==> config.mk <==
export PLATFORM = sky130hd
export DESIGN_NAME = lvds_cmos_channel_dividers
export DESIGN_NICKNAME = d
export VERILOG_FILES = /design/src/logic/chdiv_pkg.sv /design/src/logic/lvds_cmos_channel_dividers.sv
export VERILOG_INCLUDE_DIRS = /design/src /design/src/logic
export SDC_FILE = /design/constraint.sdc
export NUM_CORES = 1
export LEC_CHECK = 0
export BUFFER_PORTS_ARGS = -buffer_cell sky130_fd_sc_hd__buf_2
export CORE_MARGIN = 3
export CORE_UTILIZATION = 40
export CTS_CLUSTER_SIZE = 10
export DETAILED_ROUTE_END_ITERATION = 12
export GPL_TIMING_DRIVEN = 0
export MAX_ROUTING_LAYER = met4
export SKIP_CTS_REPAIR_TIMING = 1
export SYNTH_ARGS = -nofsm -noshare
export SYNTH_HDL_FRONTEND = slang
export SYNTH_SLANG_ARGS = --single-unit
==> constraint.sdc <==
create_clock -name sys_clk_i -period 5.3 [get_ports sys_clk_i]
set_input_delay 0.795 -clock sys_clk_i [delete_from_list [all_inputs] [get_ports sys_clk_i]]
set_output_delay 0.795 -clock sys_clk_i [all_outputs]
set_load 0.005 [all_outputs]
==> src/logic/chdiv_params.svh <==
// Purpose: Offsets, field positions and reset values of the
//          channel divider block.
// Assumes: Byte-wide registers at word-free offsets.
// Notes:   Definitions only; included by bare name.
`ifndef CHDIV_PARAMS_SVH
`define CHDIV_PARAMS_SVH

// -----------------------------------------------------------
// Register offsets
// -----------------------------------------------------------
`define CH2_STAGE1_CYCLE_COUNTS_OFS 12'h199
`define CH2_PHASE_OFFSETS_OFS       12'h19A
`define CH2_STAGE2_CYCLE_COUNTS_OFS 12'h19B
`define CH2_CONTROL_OFS             12'h19C
`define CH2_DUTY_CORRECTION_OFS     12'h19D
`define CH3_STAGE1_CYCLE_COUNTS_OFS 12'h19E
`define CH3_PHASE_OFFSETS_OFS       12'h19F
`define CH3_STAGE2_CYCLE_COUNTS_OFS 12'h1A0
`define CH3_CONTROL_OFS             12'h1A1
`define CH3_DUTY_CORRECTION_OFS     12'h1A2
`define FORCE_ENABLE_OFS            12'h1A3

// -----------------------------------------------------------
// Field positions
// -----------------------------------------------------------
`define LOW_CYCLES_MSB      7
`define LOW_CYCLES_LSB      4
`define HIGH_CYCLES_MSB     3
`define HIGH_CYCLES_LSB     0
`define PHASE_STAGE2_MSB    7
`define PHASE_STAGE2_LSB    4
`define PHASE_STAGE1_MSB    3
`define PHASE_STAGE1_LSB    0
`define BYPASS_STAGE2_BIT   5
`define BYPASS_STAGE1_BIT   4
`define IGNORE_SYNC_BIT     3
`define FORCE_HIGH_BIT      2
`define START_HIGH_S2_BIT   1
`define START_HIGH_S1_BIT   0
`define DUTY_CORR_DIS_BIT   0

// -----------------------------------------------------------
// Reset values
// -----------------------------------------------------------
`define REG_RESET_VAL       8'h00
`define READ_UNMAPPED_VAL   8'h00

`endif

==> src/logic/chdiv_pkg.sv <==
// Purpose: Types shared by the channel divider block.
// Assumes: Constants live in chdiv_params.svh.
// Notes:   No numbers here beyond type widths.
package chdiv_pkg;
    typedef logic [11:0] reg_addr_t;  // Register address
    typedef logic [7:0]  reg_byte_t;  // Register data byte
    typedef logic [3:0]  nibble_t;    // Cycle count or phase field
    typedef logic [4:0]  count_t;     // Stage cycle counter
endpackage

==> src/logic/lvds_cmos_channel_dividers.sv <==
// Purpose: Two output channels, each two cascaded divider stages,
//          with bypass, phase offset, start level, sync and force.
// Assumes: dist_clk_i is the distribution clock, far slower than
//          sys_clk_i; sync_n_i is the chip-level sync, active low.
// Notes:   Both inputs are pins and pass a three-flop filter.
//
// Behaviour
// - Stage low time from upper nibble count
// - Stage high time from lower nibble count
// - Channel three stage two uses own low
// - Channel two phase offsets, stage two upper
// - Channel three phase offsets, stage two upper
// - Channel two bit5 bypasses stage two
// - Channel two bit4 bypasses stage one
// - Channel three bits 5/4 bypass stages
// - Ignore-sync bit3 set disregards chip sync
// - Channel two bit2 forced level, needs ignore-sync
// - Channel three bit2 forced level, needs ignore-sync
// - Channel two stage two start level bit1
// - Channel two stage one start level bit0
// - Channel three stage two start level bit1
// - Channel three stage one start level bit0
// - Duty correction on unless disable bit set
// - Sync holds static unless both stages bypassed, releases aligned restart
`timescale 1ns/10ps
`default_nettype none
`include "chdiv_params.svh"

module lvds_cmos_channel_dividers (
    input  wire logic                 sys_clk_i,
    input  wire logic                 rst_i,
    input  wire chdiv_pkg::reg_addr_t addr_i,
    input  wire chdiv_pkg::reg_byte_t wr_data_i,
    input  wire logic                 wr_stb_i,
    input  wire logic                 rd_stb_i,
    output var  chdiv_pkg::reg_byte_t rd_data_o,
    input  wire logic                 dist_clk_i,
    input  wire logic                 sync_n_i,
    output var  logic                 ch2_clk_o,
    output var  logic                 ch3_clk_o
);
    import chdiv_pkg::*;

    // -------------------------------------------------------
    // Register file
    // -------------------------------------------------------
    // Index 0 is channel two, index 1 channel three
    // All zero at reset: divide by four, start low
    reg_byte_t cyc1_reg  [2];   // Stage one low/high counts
    reg_byte_t phase_reg [2];   // Phase offsets of both stages
    reg_byte_t cyc2_reg  [2];   // Stage two low/high counts
    reg_byte_t ctrl_reg  [2];   // Bypass, sync, force, start
    reg_byte_t dcc_reg   [2];   // Duty correction disable
    logic [1:0] force_en_reg;   // Per channel force enable
    logic [1:0] out_forced;     // Channel at forced level

    // Software writes; one cycle, no wait
    // Force enable keeps only its two low bits
    always_ff @(posedge sys_clk_i) begin
        if (rst_i) begin
            for (int i = 0; i < 2; i++) begin
                cyc1_reg[i]  <= `REG_RESET_VAL;
                phase_reg[i] <= `REG_RESET_VAL;
                cyc2_reg[i]  <= `REG_RESET_VAL;
                ctrl_reg[i]  <= `REG_RESET_VAL;
                dcc_reg[i]   <= `REG_RESET_VAL;
            end
            force_en_reg <= 2'h0;
        end else if (wr_stb_i) begin
            unique case (addr_i)
                `CH2_STAGE1_CYCLE_COUNTS_OFS: begin
                    cyc1_reg[0] <= wr_data_i;
                end
                `CH2_PHASE_OFFSETS_OFS: begin
                    phase_reg[0] <= wr_data_i;
                end
                `CH2_STAGE2_CYCLE_COUNTS_OFS: begin
                    cyc2_reg[0] <= wr_data_i;
                end
                `CH2_CONTROL_OFS: begin
                    ctrl_reg[0] <= wr_data_i;
                end
                `CH2_DUTY_CORRECTION_OFS: begin
                    dcc_reg[0] <= wr_data_i;
                end
                `CH3_STAGE1_CYCLE_COUNTS_OFS: begin
                    cyc1_reg[1] <= wr_data_i;
                end
                `CH3_PHASE_OFFSETS_OFS: begin
                    phase_reg[1] <= wr_data_i;
                end
                `CH3_STAGE2_CYCLE_COUNTS_OFS: begin
                    cyc2_reg[1] <= wr_data_i;
                end
                `CH3_CONTROL_OFS: begin
                    ctrl_reg[1] <= wr_data_i;
                end
                `CH3_DUTY_CORRECTION_OFS: begin
                    dcc_reg[1] <= wr_data_i;
                end
                `FORCE_ENABLE_OFS: begin
                    force_en_reg <= wr_data_i[1:0];
                end
                default: begin
                    // Unmapped writes are dropped
                end
            endcase
        end
    end

    // Read data stand one cycle after the strobe, only there
    // Zero outside the slot, so reads can be ORed
    always_ff @(posedge sys_clk_i) begin
        if (rst_i) begin
            rd_data_o <= `READ_UNMAPPED_VAL;
        end else if (!rd_stb_i) begin
            rd_data_o <= `READ_UNMAPPED_VAL;
        end else begin
            unique case (addr_i)
                `CH2_STAGE1_CYCLE_COUNTS_OFS: rd_data_o <= cyc1_reg[0];
                `CH2_PHASE_OFFSETS_OFS:       rd_data_o <= phase_reg[0];
                `CH2_STAGE2_CYCLE_COUNTS_OFS: rd_data_o <= cyc2_reg[0];
                `CH2_CONTROL_OFS:             rd_data_o <= ctrl_reg[0];
                `CH2_DUTY_CORRECTION_OFS:     rd_data_o <= dcc_reg[0];
                `CH3_STAGE1_CYCLE_COUNTS_OFS: rd_data_o <= cyc1_reg[1];
                `CH3_PHASE_OFFSETS_OFS:       rd_data_o <= phase_reg[1];
                `CH3_STAGE2_CYCLE_COUNTS_OFS: rd_data_o <= cyc2_reg[1];
                `CH3_CONTROL_OFS:             rd_data_o <= ctrl_reg[1];
                `CH3_DUTY_CORRECTION_OFS:     rd_data_o <= dcc_reg[1];
                `FORCE_ENABLE_OFS: begin
                    // Live forced state shows in bits 3:2
                    rd_data_o <= {4'h0, out_forced, force_en_reg};
                end
                default: rd_data_o <= `READ_UNMAPPED_VAL;
            endcase
        end
    end

    // -------------------------------------------------------
    // Pin filters
    // -------------------------------------------------------
    logic [2:0] dist_sh_reg;    // Distribution clock samples
    logic [2:0] sync_sh_reg;    // Sync pin samples
    logic       dist_lvl_reg;   // Filtered distribution level
    logic       dist_rise_reg;  // One pulse per input rising edge
    logic       sync_act_reg;   // Chip-level sync asserted

    // Three flops; first stage feeds only the second
    // Sync resets high, its idle level, so no
    // false sync follows reset
    always_ff @(posedge sys_clk_i) begin
        if (rst_i) begin
            dist_sh_reg <= 3'h0;
            sync_sh_reg <= 3'h7;
        end else begin
            dist_sh_reg <= {dist_sh_reg[1:0], dist_clk_i};
            sync_sh_reg <= {sync_sh_reg[1:0], sync_n_i};
        end
    end

    // A change counts once the second and third agree
    // Limitation: the pin must be slower than sys/4
    always_ff @(posedge sys_clk_i) begin
        if (rst_i) begin
            dist_lvl_reg  <= 1'b0;
            dist_rise_reg <= 1'b0;
        end else begin
            if (dist_sh_reg[1] == dist_sh_reg[2]) begin
                dist_lvl_reg <= dist_sh_reg[2];
            end
            dist_rise_reg <= (dist_sh_reg[1] == dist_sh_reg[2])
                             && dist_sh_reg[2] && !dist_lvl_reg;
        end
    end

    // Active low pin; asserted while filtered low
    // Channels with ignore-sync set never see it
    always_ff @(posedge sys_clk_i) begin
        if (rst_i) begin
            sync_act_reg <= 1'b0;
        end else if (sync_sh_reg[1] == sync_sh_reg[2]) begin
            sync_act_reg <= !sync_sh_reg[2];
        end
    end

    // -------------------------------------------------------
    // Stage length with optional duty correction
    // -------------------------------------------------------
    // Field value n gives n+1 input cycles. With correction
    // the period is kept and split as evenly as it can be;
    // an odd period leaves the extra cycle on the low side.
    // Widest sum is 32, so six bits never wrap.
    function automatic count_t stage_len(
        input nibble_t hi,
        input nibble_t lo,
        input logic    dcc_on,
        input logic    want_high
    );
        logic [5:0] sum;
        logic [5:0] half;
        sum  = {2'h0, hi} + {2'h0, lo} + 6'h02;
        half = sum >> 1;
        if (dcc_on) begin
            stage_len = want_high ? half[4:0]
                                  : 5'(sum - half);
        end else begin
            stage_len = want_high ? {1'b0, hi} + 5'h01
                                  : {1'b0, lo} + 5'h01;
        end
    endfunction

    // -------------------------------------------------------
    // Channels and stages
    // -------------------------------------------------------
    logic   st_lvl_reg  [2][2];  // Stage output level
    logic   st_rise_reg [2][2];  // Stage output rising pulse
    count_t st_cnt_reg  [2][2];  // Input edges left in phase
    logic   [1:0] out_lvl;       // Channel output before flop

    // One pass per channel, inner pass per stage

    for (genvar c = 0; c < 2; c++) begin : g_ch
        logic hold;              // Channel held by sync
        logic dcc_on;            // Duty correction active
        // Sync only acts on channels that obey it
        assign hold = sync_act_reg
                      && !ctrl_reg[c][`IGNORE_SYNC_BIT];
        // Correction on while disable bit is clear
        assign dcc_on = !dcc_reg[c][`DUTY_CORR_DIS_BIT];
        // Forcing needs ignore-sync set as well
        // and then overrides whatever the stages do
        assign out_forced[c] = force_en_reg[c]
                               && ctrl_reg[c][`IGNORE_SYNC_BIT];
        assign out_lvl[c] = out_forced[c]
                            ? ctrl_reg[c][`FORCE_HIGH_BIT]
                            : st_lvl_reg[c][1];

        for (genvar s = 0; s < 2; s++) begin : g_st
            nibble_t hi;         // High count field
            nibble_t lo;         // Low count field
            nibble_t ph;         // Phase offset field
            logic    byp;        // Stage bypassed
            logic    start;      // Start level
            logic    in_lvl;     // Stage input level
            logic    in_rise;    // Stage input edge
            count_t  len_hi;     // High time in input cycles
            count_t  len_lo;     // Low time in input cycles
            count_t  preload;    // First count after restart

            // Stage two of each channel has its own fields
            assign hi = (s == 0)
                ? cyc1_reg[c][`HIGH_CYCLES_MSB:`HIGH_CYCLES_LSB]
                : cyc2_reg[c][`HIGH_CYCLES_MSB:`HIGH_CYCLES_LSB];
            assign lo = (s == 0)
                ? cyc1_reg[c][`LOW_CYCLES_MSB:`LOW_CYCLES_LSB]
                : cyc2_reg[c][`LOW_CYCLES_MSB:`LOW_CYCLES_LSB];
            assign ph = (s == 0)
                ? phase_reg[c][`PHASE_STAGE1_MSB:`PHASE_STAGE1_LSB]
                : phase_reg[c][`PHASE_STAGE2_MSB:`PHASE_STAGE2_LSB];
            assign byp = (s == 0)
                ? ctrl_reg[c][`BYPASS_STAGE1_BIT]
                : ctrl_reg[c][`BYPASS_STAGE2_BIT];
            assign start = (s == 0)
                ? ctrl_reg[c][`START_HIGH_S1_BIT]
                : ctrl_reg[c][`START_HIGH_S2_BIT];

            // Stage one output is stage two's clock
            assign in_lvl  = (s == 0) ? dist_lvl_reg
                                      : st_lvl_reg[c][0];
            assign in_rise = (s == 0) ? dist_rise_reg
                                      : st_rise_reg[c][0];

            assign len_hi  = stage_len(hi, lo, dcc_on, 1'b1);
            assign len_lo  = stage_len(hi, lo, dcc_on, 1'b0);
            // Phase offset delays the first toggle
            // Widest preload is 30, inside five bits
            assign preload = {1'b0, ph}
                             + (start ? len_hi : len_lo) - 5'h01;

            // Level and counter of the stage
            // Bypass wins over sync: a held stage one
            // still shows through a bypassed stage two
            // Counter waits while no input edge arrives
            always_ff @(posedge sys_clk_i) begin
                if (rst_i) begin
                    st_lvl_reg[c][s] <= 1'b0;
                    st_cnt_reg[c][s] <= 5'h00;
                end else if (byp) begin
                    // Bypassed: input passes straight through
                    st_lvl_reg[c][s] <= in_lvl;
                    st_cnt_reg[c][s] <= preload;
                end else if (hold) begin
                    // Static at the start level until release
                    st_lvl_reg[c][s] <= start;
                    st_cnt_reg[c][s] <= preload;
                end else if (in_rise) begin
                    if (st_cnt_reg[c][s] == 5'h00) begin
                        st_lvl_reg[c][s] <= !st_lvl_reg[c][s];
                        // Reload for the phase now beginning
                        st_cnt_reg[c][s] <= st_lvl_reg[c][s]
                            ? len_lo - 5'h01
                            : len_hi - 5'h01;
                    end else begin
                        st_cnt_reg[c][s] <= st_cnt_reg[c][s] - 5'h01;
                    end
                end
            end

            // Rising pulse of the stage output
            // Stage two counts these pulses, not levels
            always_ff @(posedge sys_clk_i) begin
                if (rst_i) begin
                    st_rise_reg[c][s] <= 1'b0;
                end else begin
                    st_rise_reg[c][s] <= !hold
                        && (byp ? (in_lvl && !st_lvl_reg[c][s])
                                : (in_rise
                                   && st_cnt_reg[c][s] == 5'h00
                                   && !st_lvl_reg[c][s]));
                end
            end
        end
    end

    // -------------------------------------------------------
    // Output flops
    // -------------------------------------------------------
    // Outputs come straight from flops, one cycle behind
    // The extra cycle buys glitch-free pins
    // whatever the stage and force muxes do
    always_ff @(posedge sys_clk_i) begin
        if (rst_i) begin
            ch2_clk_o <= 1'b0;
            ch3_clk_o <= 1'b0;
        end else begin
            ch2_clk_o <= out_lvl[0];
            ch3_clk_o <= out_lvl[1];
        end
    end

endmodule

`default_nettype wire

==> metrics.md, run 1 <==
| Metric | Value |
|---|---|
| DRC viols | `0` |
| Final worst path period share | `0.914` |
| Vias | `7482` |
| Critical path cell sequence | `inv_1, ha_1, inv_1, ha_1, fa_1, xnor2_1, ha_1, a21o_1, a31oi_1, xor2_1, mux4_2, ha_1, inv_1, ha_1, a21oi_1, xnor2_1, and2_1, mux2i_1, o221ai_1` |
| Final net count | `1119` |
| Synth top area cells | `edfxtp_1 (33%), ha_1 (12%), mux4_2 (6.6%)` |
| Crit-path max FO | `4` |
| Mean area per synthesized cell | `slightly above 10 µm²` |
| Peak VDD IR | `202 µV` |
| Clock sinks | `127` |
| DP Area | `roughly 0.010 mm²` |
| Port bufs | `31` |
| Share of the synthesized area in the top cell type | `0.325` |
| Synth async-reset ratio | `0` |
| Gr usage total | `0.214` |
| CTS max path bufs | `2` |
| Largest area contributor in the netlist | `edfxtp_1` |
| Ratio of cells with drive above 1 in the final layout | `0.124` |
| Ys flop type | `edfxtp_1` |
| First-pass GRT wire length | `~41000 µm` |
| Top cell by count, worst path | `ha_1` |
| Max Cap Violations | `0` |
| Fmax | `approximately 210 MHz` |
| Post-synthesis cell type count | `64` |
| Max incr delay on CP | `0.51 ns` |
| CP Launch Type | `flop` |
| Grt ovf | `0` |
| Core area | `0.0235 mm²` |
| Crit path kind | `flop to flop` |
| Pleak | `4.28 nW` |
| Cell area after layout | `roughly 0.011 mm²` |
| WP data required | `5.45 ns` |
| Final setup vio count | `0` |
| Run status | `finished clean` |
| Final Max Tran Viols | `0` |
| Top delay family on crit path | `adder cells` |
| # IOs | `36` |
| Iteration-0 DRC Markers | `between 600 and 700` |
| Routed Antenna Nets | `0` |
| Ant. Diodes | `0` |
| Final Skew | `between 0.007 and 0.008 ns` |
| Layout area overhead | `11.3%` |
| H-Tree Depth | `4` |
| Synthesis-stage register bit count | `127` |
| Die Area | `0.0259 mm²` |
| Largest net degree at the start of global routing | `17` |
| Drt wl/cell | `20.1 µm` |
| DP Wirelength | `20900 µm` |
| PD cells | `approximately 320 mW/mm²` |
| Initial antenna violation count | `0` |
| Ys Warns | `0` |
| Max FFs per register | `20` |
| RSZ-0062 raised after global routing | `no` |
| Top-count cell post-synth | `edfxtp_1` |
| Cells after Synth | `942` |
| Fin. Hold Viols | `0` |
| Netlist Area Pre-Place | `0.00960 mm²` |
| First-pass iteration count of the detailed router | `6` |
| Worst Tran Pin Value | `1.45 ns` |
| WL final | `26700 µm` |
| Vias in the first global route | `7139` |
| Synth cell count leaders | `edfxtp_1 (104), inv_1 (102), ha_1 (89)` |
| Worst-Skew Late Latency | `0.42 ns` |
| Worst EP arrival | `5.00 ns` |
| CP bufs+invs | `3` |
| CTS Buf Count | `17` |
| Initial Utilization | `0.408` |
| CTS tree | `done` |
| Root Driver | `clkbuf_16` |
| Chip height | `161 µm` |
| Gpl congestion | `between 0.9 and 1` |
| Worst-path clk slew | `0.06 ns` |
| Post-synth EDFFs | `104` |
| Register area share after synthesis | `0.373` |
| Syn_nets | `1069` |
| Slew headroom | `0.0268` |
| Rows | `56` |
| Worst setup EP type | `flop` |
| DR vias/cell | `5.66` |
| Slowest stage cell, crit path | `edfxtp_1` |
| Final TNS setup | `0 ns` |
| Hold Worst Slack | `~0.42 ns` |
| Min Clock Period, post-route | `roughly 4.8 ns` |
| Fillers | `2290` |
| Layout Utilization | `0.454` |
| Chip width | `161 µm` |
| Hold Crit Class | `flop to flop` |
==> cells in the final DEF, fill, tap and decap left out, types with 6 or more instances in the layout <==
master,n
nand3_1,36
xnor2_1,41
a22oi_1,8
a22o_1,11
mux4_2,28
buf_2,44
fa_1,12
xor2_1,27
mux2i_1,23
nand4_1,6
ha_1,89
inv_1,102
edfxtp_1,104
o21ai_0,32
nor3_1,18
nor2_1,48
a21o_1,15
nand2b_1,17
and2_1,44
o211ai_1,6
nor2b_1,7
a21oi_1,54
nand2_1,67
dfxtp_1,23
a31oi_1,7
clkbuf_16,17
clkbuf_1,18
==> report_power, final <==
| group | internal, mW | switching, mW | total, mW |
|---|---|---|---|
| Combinational | 0.544 | 0.619 | 1.16 |
| Clock | 0.601 | 0.471 | 1.07 |
| Sequential | 1.16 | 0.0711 | 1.23 |
| Total | 2.30 | 1.16 | 3.47 |
==> through the flow <==
| step | total power, mW | setup WS (ns) | cells |
|---|---|---|---|
| floorplan | 2.13 | 1.08 | 942 |
| global placement | 2.38 | 0.558 | 1292 |
| detailed placement | 2.41 | 0.549 | 1292 |
| CTS | 3.48 | 0.518 | 1323 |
| global route | 3.67 | 0.257 | 1323 |
| finish | 3.47 | 0.454 | 1323 |
==> metal layers <==
metal,share of wire,GRT usage,wire (µm)
met3,0.084,0.0420,2250
met5,0,-,0
met1,0.43,0.288,11500
met2,0.45,0.324,12100
met4,0.031,0.0731,835
==> layout make-up <==
type / instances / area (µm²) / share of cell area
buffer: 34 / 151 / 0.0142
clock buffer: 17 / 425 / 0.0398
clock inverter: 14 / 109 / 0.0102
inverter: 102 / 383 / 0.0358
multi-input combinational: 679 / 5480 / 0.513
sequential: 127 / 3580 / 0.335
tap: 319 / 399 / 0.0373
timing repair buffer: 31 / 155 / 0.0145
==> path summary, 6_finish.rpt <==
check,depth (start not counted),startpoint,to,slack (ns)
setup / recovery,19,cyc1_reg[0][1],st_cnt_reg[0][9],0.45
hold / removal,1,sync_sh_reg[0],sync_sh_reg[1],0.42
setup reg to reg,19,cyc1_reg[0][1],st_cnt_reg[0][9],0.45
hold reg to reg,1,sync_sh_reg[0],sync_sh_reg[1],0.42
==> logic make-up after synthesis <==
| group | synth area share |
|---|---|
| buffers and inverters | 0.0557 |
| XOR/XNOR | 0.0620 |
| AND/OR/NAND/NOR | 0.154 |
| AO/OA/AOI/OAI | 0.118 |
| adder cells (fa/ha/maj) | 0.141 |
| multiplexers | 0.0955 |
| flip-flops | 0.373 |
(Power assumes the default switching activity.)
==> inputs of run 2 (changes only) <==
- PLACE_DENSITY_LB_ADDON: not set -> 0.1
==> run 2 against run 1 <==
  * Clock power grew 10%
  * Critical path depth is the same
  * Register-to-register slack better by 0.04 ns
  * Hold slack improved by 0.014 ns
  * First-iteration DRC count fell by 6.5%
  * Clock-buffer cell count stayed put
  * Sequential power about the same
  * Highest routed layer unchanged
==> metrics.md, run 2 (same netlist as run 1, synthesis figures left out) <==
| Metric | Value |
|---|---|
| CTS Buf Count | `17 (unchanged)` |
| Worst setup EP type | `flop` |
| Routed Antenna Nets | `0 (unchanged)` |
| First-pass GRT wire length | `42700 µm (+4.3%)` |
| Layout area overhead | `12.2%` |
| Max Cap Violations | `0 (unchanged)` |
| Largest net degree at the start of global routing | `17 (unchanged)` |
| Fin. Hold Viols | `0 (unchanged)` |
| Fillers | `2317 (+1.2%)` |
| Final net count | `1121 (+0.18%)` |
| Critical Path Source | `cyc1_reg[0][5]` |
| Grt ovf | `0 (unchanged)` |
| Iteration-0 DRC Markers | `647 (-6.5%)` |
| CTS max path bufs | `2 (unchanged)` |
| Drt wl/cell | `20.8 µm (+3.0%)` |
| PD cells | `331 mW/mm² (+2.2%)` |
| DP Wirelength | `21600 µm (+3.3%)` |
| CP Launch Type | `flop` |
| RSZ-0062 raised after global routing | `no` |
| DRC viols | `0 (unchanged)` |
| Max FFs per register | `20 (unchanged)` |
| Final TNS setup | `0 ns (unchanged)` |
| WL final | `27500 µm (+3.3%)` |
| Rows | `56 (unchanged)` |
| Worst Tran Pin Value | `1.24 ns (-0.205 ns)` |
| Root Driver | `clkbuf_16` |
| Core area | `0.0235 mm² (unchanged)` |
| Crit path kind | `flop to flop` |
| Initial antenna violation count | `1 (+1)` |
| Fmax | `208 MHz (+0.74%)` |
| Final worst path period share | `0.908 (-0.00673)` |
| Multi-input gate area | `0.00549 mm² (about the same)` |
| DP Area | `0.0102 mm² (+0.20%)` |
| Worst Hold Launch | `sync_sh_reg[0]` |
| Vias | `7437 (-0.60%)` |
| Worst-Skew Late Latency | `0.43 ns (about the same)` |
| Chip width | `161 µm (unchanged)` |
| Vias in the first global route | `7231 (+1.3%)` |
| Slew headroom | `0.163 (+0.136)` |
| RR Startpoint | `cyc1_reg[0][5]` |
| Min Clock Period, post-route | `4.81 ns (-0.0357 ns)` |
| Peak VDD IR | `188 µV (-6.7%)` |
| Inst Count DP | `1294 (+0.15%)` |
| Worst EP arrival | `4.97 ns (-0.03 ns)` |
| Clock sinks | `127 (unchanged)` |
| CTS tree | `done` |
| Final setup vio count | `0 (unchanged)` |
| Die Area | `0.0259 mm² (unchanged)` |
| Port bufs | `31 (unchanged)` |
| Most frequent cells in the layout | `edfxtp_1 (104), inv_1 (102), ha_1 (89), nand2_1 (67), a21oi_1 (54)` |
| Chip height | `161 µm (unchanged)` |
| Worst-path clk slew | `0.07 ns (about the same)` |
| Most common cell after layout, fill and taps aside | `edfxtp_1` |
| Crit-path max FO | `4 (unchanged)` |
| Final Max Tran Viols | `0 (unchanged)` |
| Hold Crit Class | `flop to flop` |
| Cell area after layout | `0.0108 mm² (+0.76%)` |
| Storage element area | `0.00358 mm² (unchanged)` |
| Run status | `finished clean` |
| DR vias/cell | `5.60 (-0.90%)` |
| Gr usage total | `0.224 (+0.0103)` |
| Ratio of cells with drive above 1 in the final layout | `0.128 (+0.00460)` |
| Initial Utilization | `0.408 (unchanged)` |
| # IOs | `36 (unchanged)` |
| WP data required | `5.46 ns (about the same)` |
| Gpl congestion | `0.977 (+0.65%)` |
| H-Tree Depth | `4 (unchanged)` |
| First-pass iteration count of the detailed router | `8 (+2)` |
| Non-Filler Instances | `1327 (+0.30%)` |
| Pleak | `4.32 nW (+0.94%)` |
| Final Skew | `0.0140 ns (+0.00625 ns)` |
| Hold Worst Slack | `0.431 ns (+0.0137 ns)` |
## run 2: cell types whose count changed in the layout (fill, tap and decap cells not counted), moves of 2 or more
cell,previous run,this run
o21ai_1,2,4
o21ai_0,32,30
inv_8,1,4
buf_4,0,2
clkinv_2,2,0
## run 2: layout make-up
type | instances | share of cell area
multi-input combinational | 679 | 0.509
sequential | 127 | 0.333
clock buffer | 17 | 0.0395
tap | 319 | 0.0371
inverter | 102 | 0.0356
timing repair buffer | 33 | 0.0158
clock inverter | 15 | 0.0156
buffer | 34 | 0.0141
antenna | 1 | 0.000232
## run 2: final timing paths
check,cells after the start,slack [ns],to
worst min-delay path,1,0.43,sync_sh_reg[1]
worst min register to register,1,0.43,sync_sh_reg[1]
worst max register to register,19,0.49,st_cnt_reg[0][9]
worst max-delay path,19,0.49,st_cnt_reg[0][9]
## run 2: routing by layer
layer	global-route usage	vias up	wire length (µm)
met4	0.0653	0	544
li1	-	3535	-
met1	0.317	3609	12800
met2	0.333	250	12400
met3	0.0366	43	1850
met5	-	-	0
## run 2: through the flow
step           power (mW)   util  setup WS (ns)
2_1_floorplan        2.13      -           1.08
3_3_place_gp         2.39  0.431          0.554
3_5_place_dp         2.41  0.432          0.525
4_1_cts              3.60  0.457          0.496
5_1_grt              3.80  0.457          0.236
6_report             3.57  0.457          0.490
## run 2: report_power, final
group | total, mW | switching, mW | internal (mW)
logic | 1.16 | 0.614 | 0.542
clock network | 1.18 | 0.511 | 0.670
registers | 1.23 | 0.0725 | 1.16
## run 2: critical path: stages (launching register included)
cell and delay, ns:
edfxtp_1 0.51, inv_1 0.08, ha_1 0.27, inv_1 0.04, ha_1 0.21, fa_1 0.42, xnor2_1 0.38, ha_1 0.35
a21o_1 0.17, a31oi_1 0.21, xor2_1 0.11, mux4_2 0.48, ha_1 0.29, inv_1 0.04, ha_1 0.31, a21oi_1 0.17
xnor2_1 0.10, and2_1 0.16, mux2i_1 0.13, o221ai_1 0.12
